===== config.mk =====
export PLATFORM = sky130hd
export DESIGN_NAME = rct_trim_controller
export DESIGN_NICKNAME = d
export VERILOG_FILES = /design/src/rtl/rct_pkg.sv /design/src/rtl/rct_refgen.sv /design/src/rtl/rct_trim_controller.sv
export SDC_FILE = /design/constraint.sdc
export NUM_CORES = 1
export LEC_CHECK = 0
export ABC_AREA = 1
export CORE_ASPECT_RATIO = 0.75
export CORE_MARGIN = 2
export CORE_UTILIZATION = 66
export CTS_CLUSTER_DIAMETER = 80
export CTS_CLUSTER_SIZE = 16
export DETAILED_ROUTE_END_ITERATION = 8
export DONT_BUFFER_PORTS = 1
export GPL_ROUTABILITY_DRIVEN = 0
export PLACE_DENSITY = 0.8
export SLEW_MARGIN = 0
export SYNTH_ARGS = -nofsm -noshare
export SYNTH_HDL_FRONTEND = slang
export SYNTH_SLANG_ARGS = --single-unit

===== constraint.sdc =====
create_clock -name clock_i -period 6.75 [get_ports clock_i]
set_input_delay 0 -clock clock_i [delete_from_list [all_inputs] [get_ports clock_i]]
set_output_delay 0 -clock clock_i [all_outputs]
set_load 0.02 [all_outputs]

===== src/rtl/rct_pkg.sv =====
// package: constants and types of the rc oscillator trim controller
package rct_pkg;

   // -----------------------------------------------------------------
   // register byte offsets
   // -----------------------------------------------------------------
   localparam logic [3:0]  OFS_CTL0   = 4'h0;
   localparam logic [3:0]  OFS_CTL1   = 4'h4;
   localparam logic [3:0]  OFS_STAT   = 4'h8;
   localparam logic [3:0]  OFS_CLEAR  = 4'hC;

   // -----------------------------------------------------------------
   // reset values, trim maximum and word byte enable
   // -----------------------------------------------------------------
   localparam logic [31:0] CTL0_RESET = 32'h0000_2000;
   localparam logic [31:0] CTL1_RESET = 32'h2022_BB7F;
   localparam logic [5:0]  TRIM_RESET = 6'h20;
   localparam logic [5:0]  TRIM_MAX   = 6'h3F;
   localparam logic [3:0]  BE_WORD    = 4'hF;

   // -----------------------------------------------------------------
   // field positions, primary control
   // -----------------------------------------------------------------
   localparam int OK_IE_BIT   = 0;
   localparam int WARN_IE_BIT = 1;
   localparam int ERR_IE_BIT  = 2;
   localparam int EREF_IE_BIT = 3;
   localparam int TRIM_COUNTER_ENABLE_BIT   = 5;
   localparam int AUTO_BIT    = 6;
   localparam int SWPUL_BIT   = 7;
   localparam int TRIM_LSB    = 8;

   // -----------------------------------------------------------------
   // field positions, secondary control and clear register
   // -----------------------------------------------------------------
   localparam int POL_BIT     = 31;
   localparam int SEL_LSB     = 28;
   localparam int PSC_LSB     = 24;
   localparam int LIM_LSB     = 16;
   localparam int CLR_OK_BIT   = 0;
   localparam int CLR_WARN_BIT = 1;
   localparam int CLR_ERR_BIT  = 2;
   localparam int CLR_EREF_BIT = 3;

   // -----------------------------------------------------------------
   // encodings and evaluation figures
   // -----------------------------------------------------------------
   localparam logic [1:0]  SEL_SYNC_PIN = 2'h0;
   localparam logic [1:0]  SEL_CRYSTAL  = 2'h1;
   localparam logic [2:0]  STEP_NONE    = 3'h0;
   localparam logic [2:0]  STEP_FINE    = 3'h1;
   localparam logic [2:0]  STEP_COARSE  = 3'h2;

   // -----------------------------------------------------------------
   // types
   // -----------------------------------------------------------------
   typedef struct packed {
      logic        read;
      logic        write;
      logic [3:0]  address;
      logic [3:0]  byteenable;
      logic [31:0] writedata;
   } rct_avm_req_t;

   typedef struct packed {
      logic [31:0] readdata;
      logic        waitrequest;
   } rct_avm_rsp_t;

   typedef struct packed {
      logic        pol;
      logic [1:0]  sel;
      logic [2:0]  psc;
      logic [7:0]  lim;
      logic [15:0] reload;
   } rct_ctl1_t;

endpackage


===== src/rtl/rct_refgen.sv =====
// reference sync pulse generator: source select, polarity, prescaler
`timescale 1ns/100ps
module rct_refgen (
   input  wire logic              clock_i,
   input  wire logic              rst_i,
   input  wire logic              enable_i,
   input  wire rct_pkg::rct_ctl1_t cfg_i,
   input  wire logic              sync_input_pin_i,
   input  wire logic              low_speed_crystal_i,
   output logic                   pulse_o
);
   import rct_pkg::*;

   typedef struct packed {
      logic       pin_s1;
      logic       pin_s2;
      logic       xtal_s1;
      logic       xtal_s2;
      logic       prev;
      logic [6:0] div;
      logic       pulse;
   } rct_refgen_st_t;

   rct_refgen_st_t st;
   rct_refgen_st_t next_st;
   logic           level;
   logic           sel_edge;
   logic [6:0]     mask;

   // -----------------------------------------------------------------
   // source select and edge detect
   // -----------------------------------------------------------------
   // pin or crystal
   // 00 pin, 01 crystal, others quiet
   always_comb begin
      unique case (cfg_i.sel)
         SEL_SYNC_PIN: level = st.pin_s2;
         SEL_CRYSTAL:  level = st.xtal_s2;
         default:      level = 1'b0;   // reserved codes give no edges
      endcase
   end

   assign sel_edge = cfg_i.pol ? (st.prev & ~level) : (~st.prev & level);
   assign mask = 7'((8'h01 << cfg_i.psc) - 8'h01);

   // next state
   always_comb begin
      next_st         = st;
      next_st.pin_s1  = sync_input_pin_i;
      next_st.pin_s2  = st.pin_s1;
      next_st.xtal_s1 = low_speed_crystal_i;
      next_st.xtal_s2 = st.xtal_s1;
      next_st.prev    = level;
      next_st.pulse   = 1'b0;
      if (!enable_i) begin
         next_st.div = 7'h00;
      end else if (sel_edge) begin
         if ((st.div & mask) == mask) begin
            next_st.pulse = 1'b1;
            next_st.div   = 7'h00;
         end else begin
            next_st.div = st.div + 7'h01;
         end
      end
   end

   // state register
   always_ff @(posedge clock_i) begin
      if (rst_i) begin
         st <= '0;
      end else begin
         st <= next_st;
      end
   end

   assign pulse_o = st.pulse;
endmodule


===== src/rtl/rct_trim_controller.sv =====
// rc oscillator trim controller: registers, trim counter, evaluation
`timescale 1ns/100ps
module rct_trim_controller (
   input  wire logic                 clock_i,
   input  wire logic                 rst_i,
   input  wire rct_pkg::rct_avm_req_t avm_req_i,
   output rct_pkg::rct_avm_rsp_t     avm_rsp_o,
   input  wire logic                 sync_input_pin_i,
   input  wire logic                 low_speed_crystal_i,
   output logic [5:0]                oscillator_trim_code_o,
   output logic                      irq_o
);
   import rct_pkg::*;

   typedef struct packed {
      logic        ack;
      logic [31:0] rdata;
      logic        ok_ie;
      logic        warn_ie;
      logic        err_ie;
      logic        eref_ie;
      logic        trim_counter_enable;
      logic        hardware_trim_enable;
      logic        sw_pulse;
      logic [5:0]  trim;
      rct_ctl1_t   ctl1;
      logic        started;
      logic        dir;
      logic        halted;
      logic [15:0] cnt;
      logic [15:0] cap;
      logic        cap_dir;
      logic        ok_f;
      logic        warn_f;
      logic        clock_error_flag_f;
      logic        miss_f;
      logic        trim_saturation_error_f;
      logic        eref_f;
      logic        irq;
   } rct_core_st_t;

   rct_core_st_t st;
   rct_core_st_t next_st;
   logic         ext_pulse;
   logic         ref_pulse;
   logic         eval;
   logic         wr;
   logic [15:0]  lim1;
   logic [15:0]  lim3;
   logic [15:0]  lim128;
   logic [31:0]  ctl0_rd;
   logic [31:0]  ctl1_rd;
   logic [31:0]  stat_rd;
   logic         err_any;

   // -----------------------------------------------------------------
   // reference pulse generation
   // -----------------------------------------------------------------
   rct_refgen u_refgen (
      .clock_i             (clock_i),
      .rst_i               (rst_i),
      .enable_i            (st.trim_counter_enable),
      .cfg_i               (st.ctl1),
      .sync_input_pin_i    (sync_input_pin_i),
      .low_speed_crystal_i (low_speed_crystal_i),
      .pulse_o             (ext_pulse)
   );

   assign ref_pulse = ext_pulse | st.sw_pulse;
   assign eval      = ref_pulse & st.trim_counter_enable & st.started;

   // evaluation thresholds
   assign lim1   = {8'h00, st.ctl1.lim};
   assign lim3   = 16'({st.ctl1.lim, 1'b0}) + lim1;
   assign lim128 = {1'b0, st.ctl1.lim, 7'h00};

   // -----------------------------------------------------------------
   // register readback
   // -----------------------------------------------------------------
   assign err_any = st.clock_error_flag_f | st.miss_f | st.trim_saturation_error_f;
   assign ctl0_rd = {18'h0_0000, st.trim, 1'b0, st.hardware_trim_enable, st.trim_counter_enable, 1'b0,
                     st.eref_ie, st.err_ie, st.warn_ie, st.ok_ie};
   assign ctl1_rd = {st.ctl1.pol, 1'b0, st.ctl1.sel, 1'b0, st.ctl1.psc,
                     st.ctl1.lim, st.ctl1.reload};
   assign stat_rd = {st.cap, st.cap_dir, 4'h0, st.trim_saturation_error_f, st.miss_f, st.clock_error_flag_f,
                     4'h0, st.eref_f, err_any, st.warn_f, st.ok_f};

   assign wr = avm_req_i.write & st.ack & (avm_req_i.byteenable == BE_WORD);

   // next state
   always_comb begin
      logic [5:0]  clr;
      logic [2:0]  step;
      logic        set_ok;
      logic        set_warn;
      logic        set_clock_error_flag;
      logic        set_miss;
      logic        set_trim_saturation_error;
      logic        set_eref;
      logic [7:0]  wide_trim;
      clr         = 6'h00;
      step        = STEP_NONE;
      set_ok      = 1'b0;
      set_warn    = 1'b0;
      set_clock_error_flag   = 1'b0;
      set_miss    = 1'b0;
      set_trim_saturation_error = 1'b0;
      set_eref    = 1'b0;
      wide_trim   = 8'h00;
      next_st     = st;
      next_st.sw_pulse = 1'b0;

      // bus: one wait cycle, read data loaded in the first
      next_st.ack = (avm_req_i.read | avm_req_i.write) & ~st.ack;
      if (avm_req_i.read && !st.ack) begin
         unique case (avm_req_i.address)
            OFS_CTL0: next_st.rdata = ctl0_rd;
            OFS_CTL1: next_st.rdata = ctl1_rd;
            OFS_STAT: next_st.rdata = stat_rd;
            default:  next_st.rdata = 32'h0000_0000;
         endcase
      end

      // register writes
      if (wr) begin
         unique case (avm_req_i.address)
            OFS_CTL0: begin
               next_st.ok_ie    = avm_req_i.writedata[OK_IE_BIT];
               next_st.warn_ie  = avm_req_i.writedata[WARN_IE_BIT];
               next_st.err_ie   = avm_req_i.writedata[ERR_IE_BIT];
               next_st.eref_ie  = avm_req_i.writedata[EREF_IE_BIT];
               next_st.trim_counter_enable    = avm_req_i.writedata[TRIM_COUNTER_ENABLE_BIT];
               next_st.hardware_trim_enable = avm_req_i.writedata[AUTO_BIT];
               next_st.sw_pulse = avm_req_i.writedata[SWPUL_BIT];
               if (!st.hardware_trim_enable) begin
                  next_st.trim = avm_req_i.writedata[TRIM_LSB +: 6];
               end
            end
            OFS_CTL1: begin
               if (!st.trim_counter_enable) begin
                  next_st.ctl1.pol    = avm_req_i.writedata[POL_BIT];
                  next_st.ctl1.sel    = avm_req_i.writedata[SEL_LSB +: 2];
                  next_st.ctl1.psc    = avm_req_i.writedata[PSC_LSB +: 3];
                  next_st.ctl1.lim    = avm_req_i.writedata[LIM_LSB +: 8];
                  next_st.ctl1.reload = avm_req_i.writedata[15:0];
               end
            end
            OFS_CLEAR: clr = avm_req_i.writedata[5:0];
            default: ;
         endcase
      end

      if (!st.trim_counter_enable) begin
         next_st.started = 1'b0;
         next_st.halted  = 1'b0;
      end else if (ref_pulse) begin
         next_st.cnt     = st.ctl1.reload;
         next_st.dir     = 1'b0;
         next_st.halted  = 1'b0;
         next_st.started = 1'b1;
         if (st.started) begin
            next_st.cap     = st.cnt;
            next_st.cap_dir = st.dir;
            if (st.cnt < lim1) begin
               set_ok = 1'b1;
            end else if (st.cnt < lim3) begin
               set_ok = 1'b1;
               step   = STEP_FINE;
            end else if (st.cnt < lim128) begin
               set_warn = 1'b1;
               step     = STEP_COARSE;
            end else if (!st.dir) begin
               set_clock_error_flag = 1'b1;
            end
         end
      end else if (st.started && !st.halted) begin
         // down, turn at zero, up, halt at top
         if (!st.dir) begin
            if (st.cnt == 16'h0000) begin
               next_st.dir = 1'b1;
               set_eref    = 1'b1;
            end else begin
               next_st.cnt = st.cnt - 16'h0001;
            end
         end else if (st.cnt >= lim128) begin
            next_st.halted = 1'b1;
            set_miss       = 1'b1;
         end else begin
            next_st.cnt = st.cnt + 16'h0001;
         end
      end

      if (st.hardware_trim_enable && step != STEP_NONE) begin
         if (!st.dir) begin
            wide_trim = {2'h0, st.trim} + {5'h00, step};
            if (wide_trim > {2'h0, TRIM_MAX}) begin
               next_st.trim = TRIM_MAX;
               set_trim_saturation_error  = 1'b1;
            end else begin
               next_st.trim = wide_trim[5:0];
            end
         end else if ({2'h0, st.trim} < {5'h00, step}) begin
            next_st.trim = 6'h00;
            set_trim_saturation_error  = 1'b1;
         end else begin
            wide_trim    = {2'h0, st.trim} - {5'h00, step};
            next_st.trim = wide_trim[5:0];
         end
      end

      next_st.ok_f      = (st.ok_f & ~clr[CLR_OK_BIT]) | set_ok;
      next_st.warn_f    = (st.warn_f & ~clr[CLR_WARN_BIT]) | set_warn;
      next_st.clock_error_flag_f   = (st.clock_error_flag_f & ~clr[CLR_ERR_BIT]) | set_clock_error_flag;
      next_st.miss_f    = (st.miss_f & ~clr[CLR_ERR_BIT]) | set_miss;
      next_st.trim_saturation_error_f = (st.trim_saturation_error_f & ~clr[CLR_ERR_BIT]) | set_trim_saturation_error;
      next_st.eref_f    = (st.eref_f & ~clr[CLR_EREF_BIT]) | set_eref;

      next_st.irq = (next_st.ok_f & next_st.ok_ie)
                  | (next_st.warn_f & next_st.warn_ie)
                  | ((next_st.clock_error_flag_f | next_st.miss_f | next_st.trim_saturation_error_f)
                     & next_st.err_ie)
                  | (next_st.eref_f & next_st.eref_ie);
   end

   // state register
   always_ff @(posedge clock_i) begin
      if (rst_i) begin
         st          <= '0;
         st.trim     <= TRIM_RESET;
         st.ctl1     <= rct_ctl1_t'({CTL1_RESET[POL_BIT], CTL1_RESET[SEL_LSB +: 2],
                                     CTL1_RESET[PSC_LSB +: 3], CTL1_RESET[LIM_LSB +: 8],
                                     CTL1_RESET[15:0]});
         st.ok_ie    <= CTL0_RESET[OK_IE_BIT];
         st.trim_counter_enable    <= CTL0_RESET[TRIM_COUNTER_ENABLE_BIT];
         st.hardware_trim_enable <= CTL0_RESET[AUTO_BIT];
      end else begin
         st <= next_st;
      end
   end

   // outputs
   assign avm_rsp_o.readdata    = st.rdata;
   assign avm_rsp_o.waitrequest = (avm_req_i.read | avm_req_i.write) & ~st.ack;
   assign oscillator_trim_code_o = st.trim;
   assign irq_o                  = st.irq;
endmodule


==> out/summary.txt, run 1 <==
FFs w/ async S/R, synth - 0
Seq/Total Area, Yosys - 0.334
Routed Antenna Nets - 0
Finished Cell Area - 8680 um^2
Total GRT Usage - 0.357
RSZ-0062 raised after global routing - no
Prevailing post-synth register cell - dfxtp_1
Pwr dens - 210 nW/um^2
Synthesized flop and latch total - 132
WL per Instance - 17.2 um
Mapped Avg Cell Area - 7.06 um^2
CP endpoint kind - flip-flop
Max_cap viols - 0
Register area - 2640 um^2
H-tree levels - 4
Layout cells sized above 1 - 0.0698
Synth Instances - 1120
CP arrival - 4900 ps
# setup viols final - 0
# DRC - 0
Clk sink count - 132
DIE WIDTH - 130 um
Worst-margin pin slew - 846 ps
Setup ws final - 2140 ps
Initial antenna violation count - 0
CTS buffer count - 17
GR Util met3 - 0.0771
Clock Latency Late Sink - 420 ps
Worst path bufs/invs - 2
Synth top area cells - dfxtp_1 33%, nand2_1 11%, ha_1 8.2%
Syn nets - 1222
Crit-path max FO - 6
Layer carrying the most global-route usage - met1
Worst vdd ir - 204 uV
Tmin final - 4610 ps
Final Power - 1.82 mW
Vias per cell - 5.94
Port-buffer cells - 0
Largest net degree at the start of global routing - 73
Die Y - 98.8 um
Final core occ - 0.745
DP Worst Slack - 2310 ps
Vias in the first global route - 6917
IO Pins - 86
Starting DRT DRC Count - 1023
Root buf cell - clkbuf_16
Synth top area share - 0.334
Cell row count - 34
Dpl hpwl - 15100 um
CP required - 7040 ps
Crit-path slowest cell - fa_1
Antenna Cells - 0
Post-Layout Cell Count - 1279
Worst hold path type - in2reg
Routing usage on met1 - 0.529
First-pass GRT wire length - 35500 um
Unique masters post-synth - 51
CTS tree - done
Placed cell count - 1207
WL final - 22000 um
Core area - 11700 um^2
Resize count post-CTS - 0
Crit share post-route - 0.682
Worst-path clk slew - 60 ps
Startpoint types - flip-flop
CP max stage delay - 430 ps
Fin. Hold Viols - 0
Lkg Pwr - 3.84 nW
Slew headroom - 0.433
Status - complete, no violations
Deepest clock path buffer count - 2
Fillers - 909
FMAX - 217 MHz
Cell Area, Placed - 7650 um^2
Footprint of the multi-input gates - 4270 um^2
Slew Viols, Final - 0
Most frequent CP cell - nand2_1
GR Overflow Total - 0
Synthesis-to-finish area growth - 9.81%
DR pass1 iterations - 6
Synth Cell Area - 7910 um^2
CP top delay family - simple AND/OR/NAND/NOR gates
Setup TNS - 0 ps
Hold Worst Slack - 16.7 ps
Nets - 1206
DIE AREA - 12900 um^2
Vias - 7591
Kind of critical path - reg2reg
Clock Skew - 10.4 ps
Post-synth EDFFs - 0
GR Util met2 - 0.522
Synth area leader - dfxtp_1
Ys Warns - 0
Initial core utilization - 0.678
## what timing repair did
item	CTS	global route
endpoints found under the hold margin	91	0
setup endpoints to repair	0	0
setup buffers	0	0
hold buffers	40	0
## synth_stat cells, types with 2 or more instances
cell type  count
nand2_2        6
nand4_1        6
xnor2_1        4
nor3b_1        2
clkbuf_1      24
nor2_1        96
nor3_1        15
dfxtp_1      132
o21ai_0       93
o21ai_1        7
a21oi_1      129
o21bai_1       5
nand2_1      231
buf_4         40
buf_6          5
o211ai_1       8
nor2_2         4
inv_2          6
nand3_1       50
o22ai_1       18
inv_1        122
ha_1          52
nor3_4         2
fa_1           4
a211oi_1       2
xor2_1         8
a211oi_2      12
clkinv_1       3
buf_1          4
buf_2          5
inv_4          2
a21boi_0       2
nand3b_1       3
## registers in the layout, indices dropped and copies added, names as in the netlist
signal,flops
st,44
avm_rsp_o,32
ctl1_rd,30
u_refgen.st,10
ctl0_rd,6
oscillator_trim_code_o,6
u_refgen.next_st,2
irq_o,1
u_refgen.pulse_o,1
## cell families after synthesis
family / synth area share
AOI/OAI and AO/OA: 0.204
xor gates and xnor gates: 0.0133
adders and majority gates: 0.0924
buffers and inverters: 0.126
DFF: 0.334
and+or+nand+nor: 0.230
## cells in the final DEF (no fill, tap or decap), types with 7 or more instances in the layout
cell type / instances
nand2_1: 231
dfxtp_1: 132
a21oi_1: 129
inv_1: 122
nor2_1: 95
o21ai_0: 93
ha_1: 52
nand3_1: 50
dlygate4sd3_1: 39
o22ai_1: 18
clkbuf_16: 17
nor3_1: 15
a211oi_2: 12
xor2_1: 8
o211ai_1: 8
o21ai_1: 7
## final cells by class
type                            instances  area share
Multi-Input combinational cell        776       0.492
Sequential cell                       132       0.304
Timing Repair Buffer                   44      0.0516
Clock buffer                           19      0.0510
Inverter                              133      0.0581
Tap cell                              162      0.0233
Clock inverter                         13      0.0197
## final timing paths
path	from	endpoint	slack, ps	cells past startpoint
min	avm_req_i[36]	avm_rsp_o[5]$_SDFFE_PP0P_	20	4
min reg2reg	u_refgen.next_st[11]$_SDFF_PP0_	u_refgen.st[11]$_SDFF_PP0_	400	2
max reg2reg	ctl1_rd[16]$_SDFFE_PP0P_	oscillator_trim_code_o[4]$_SDFFE_PP0P_	2140	26
max	ctl1_rd[16]$_SDFFE_PP0P_	oscillator_trim_code_o[4]$_SDFFE_PP0P_	2140	26
## worst reg2reg max path, stage by stage (launching register included)
cell and delay, ps:
dfxtp_1 390, ha_1 260, fa_1 400, nand3_1 90
nand2_1 90, a21oi_1 140, o21ai_0 130, xor2_1 170
ha_1 300, nand2_1 100, nor2_1 60, nor3_1 160
nand2_1 80, nand2_1 70, nand2_2 100, nor2_1 200
ha_1 180, inv_1 60, fa_1 430, nor3_1 230
nand2_1 80, nand2_1 160, inv_1 120, a21oi_1 190
nand3_1 120, nand2_1 100, a21oi_1 60
## per-layer routing
metal  vias to the layer above  part of all wire
met5                         -                 0
met4                         0             0.020
met3                        38              0.12
li1                       3633                 -
met1                      3501              0.44
met2                       419              0.42
## report_power, final
part           internal [mW]  switching (mW)  leakage [nW]
Clock                  0.596           0.369         0.295
Sequential             0.784         0.00746          1.07
Combinational         0.0258          0.0421          2.48
Power figures use the tool's default switching activity.
==> run 2: changes to the inputs <==
- ABC_AREA: 1 -> 0
- CORE_UTILIZATION: 66 -> 58
- PLACE_DENSITY: 0.8 -> 0.74
- clock period: 6.75 -> 4.01 ns (I/O delays scaled with it)
==> run 2 against run 1 <==
The run now ends with negative setup slack left. Global-route usage decreased by 2.4 points. Clock power rose by 64%. Non-clock buffer count up 84. Critical path depth is 1 lower.
==> out/summary.txt, run 2 <==
Commonest non-fill, non-tap cells in the layout - 140 x nand2_1, 130 x dfxtp_1, 117 x nor2_1
Largest net degree at the start of global routing - 80
Root buf cell - clkbuf_16
Status - complete, but fails checks
Footprint of the multi-input gates - 4560 um^2
Syn nets - 1069
Failing checks - negative setup slack
Kind of critical path - reg2reg
Post-synth EDFFs - 0
CTS buffer count - 17
WL final - 23500 um
Crit share post-route - 1.09
Worst-path clk slew - 60 ps
Commonest cells in the netlist - 142 x nand2_1, 132 x dfxtp_1, 119 x nor2_1
Crit-path slowest cell - fa_2
CP arrival - 4710 ps
Routed Antenna Nets - 0
Synthesized flop and latch total - 132
Fin. Hold Viols - 0
Nets - 1126
Worst hold path type - in2reg
IO Pins - 86
Synthesis-to-finish area growth - 21.0%
Total GRT Usage - 0.333
Fillers - 932
# DRC - 0
Layout cells sized above 1 - 0.121
Dpl hpwl - 14600 um
Commonest non-fill, non-tap cell in the layout - nand2_1
CP required - 4340 ps
Ys Warns - 0
Post-Layout Cell Count - 1208
Starting DRT DRC Count - 621
Antenna Cells - 0
Clk sink count - 132
Die Y - 104 um
Max_cap viols - 0
DIE AREA - 14200 um^2
CP max stage delay - 400 ps
Biggest register - st
Prevailing post-synth register cell - dfxtp_1
Vias - 7388
Clock Skew - 9.21 ps
Setup ws final - -371 ps
Pwr dens - 321 nW/um^2
# setup viols final - 8
FFs w/ async S/R, synth - 0
Worst vdd ir - 320 uV
Startpoint types - flip-flop
Synth top area share - 0.344
Synth top area cells - dfxtp_1 34%, ha_1 8.5%, nand2_1 6.9%
Slew Viols, Final - 0
DIE WIDTH - 137 um
Finished Cell Area - 9290 um^2
Most numerous cell in the Yosys netlist - nand2_1
CP top delay family - adder cells
Lkg Pwr - 3.74 nW
Crit-path max FO - 3
Initial antenna violation count - 0
Worst path bufs/invs - 4
DP Worst Slack - -313 ps
Placed cell count - 1090
RSZ-0062 raised after global routing - yes
Initial core utilization - 0.592
Core area - 13000 um^2
Unique masters post-synth - 67
H-tree levels - 4
Mapped Avg Cell Area - 7.94 um^2
Seq/Total Area, Yosys - 0.344
GR Overflow Total - 0
Final core occ - 0.716
Worst-margin pin slew - 1050 ps
Clock Latency Late Sink - 420 ps
Slew headroom - 0.303
Port-buffer cells - 0
FMAX - 228 MHz
Vias in the first global route - 7306
Synth area leader - dfxtp_1
Max reg flops - 44
Cell Area, Placed - 7770 um^2
Tmin final - 4380 ps
DR pass1 iterations - 5
Cell row count - 36
CP endpoint kind - flip-flop
CTS tree - done
Vias per cell - 6.12
Synth Instances - 967
Register area - 2650 um^2
Synth Cell Area - 7680 um^2
Most frequent CP cell - buf_4
Deepest clock path buffer count - 2
First-pass GRT wire length - 37400 um
WL per Instance - 19.5 um
run 2: cell count changes after synthesis, moves of 33 or more:
cell,change
inv_1,-93
nand2_1,-89
o21ai_0,-55
a21oi_1,-43
nand3_1,-36
a22oi_1,+33
run 2: path summary, 6_finish.rpt:
kind / from / to / slack [ps] / cells past startpoint
max reg2reg: ctl1_rd[17]$_SDFFE_PP1P_ / oscillator_trim_code_o[4]$_SDFFE_PP0P_ / -370 / 25
min reg2reg: st[8]$_SDFFE_PP0P_ / st[8]$_SDFFE_PP0P_ / 460 / 2
min: avm_req_i[41] / avm_rsp_o[31]$_SDFFE_PP0P_ / 50 / 3
max: ctl1_rd[17]$_SDFFE_PP1P_ / oscillator_trim_code_o[4]$_SDFFE_PP0P_ / -370 / 25
run 2: layout make-up:
type | count | share of cell area
Multi-Input combinational cell | 715 | 0.491
Clock buffer | 19 | 0.0466
Clock inverter | 13 | 0.0159
Timing Repair Buffer | 128 | 0.126
Inverter | 30 | 0.0121
Tap cell | 171 | 0.0230
Sequential cell | 132 | 0.285
run 2: routing by layer:
layer,share of wire,GRT usage,wire length (um),vias up
li1,-,-,-,3473
met1,0.42,0.431,9780,3469
met2,0.46,0.528,10900,376
met3,0.087,0.0759,2030,70
met4,0.034,0.146,790,0
met5,0,0,0,-
run 2: logic make-up after synthesis:
kind of cell,count (synthesis),synth area share
buf+inv,120,0.0782
fa+ha+maj,56,0.0952
flops,132,0.344
xor+xnor,24,0.0274
simple gates,376,0.225
compound gates,238,0.202
mux,21,0.0275
run 2: power by group:
group,switching (mW),internal (mW)
clock network,0.651,0.924
registers,0.00442,1.31
logic,0.0516,0.0409
total,0.707,2.28
run 2: timing repair:
item,in CTS,in global routing
pin swaps,17,8
resized for setup,16,9
hold buffers,75,0
setup buffers,7,5
endpoints found under the hold margin,125,0
setup endpoints to repair,8,10
run 2: per-stage QoR:
stage | power, mW | TNS (ps) | hold WS (ps)
3_5_place_dp | 1.39 | -1860 | 79.4
4_1_cts | 2.97 | -2040 | 52.4
2_1_floorplan | 1.40 | -453 | 81.2
5_1_grt | 3.04 | -4470 | 71.7
6_report | 2.99 | -2230 | 53.2
3_3_place_gp | 1.39 | -732 | 79.0
run 2: tightest hold or removal path: stages:
cell and delay, ps:
nor2b_1 230, nand3_1 130, a21oi_1 60
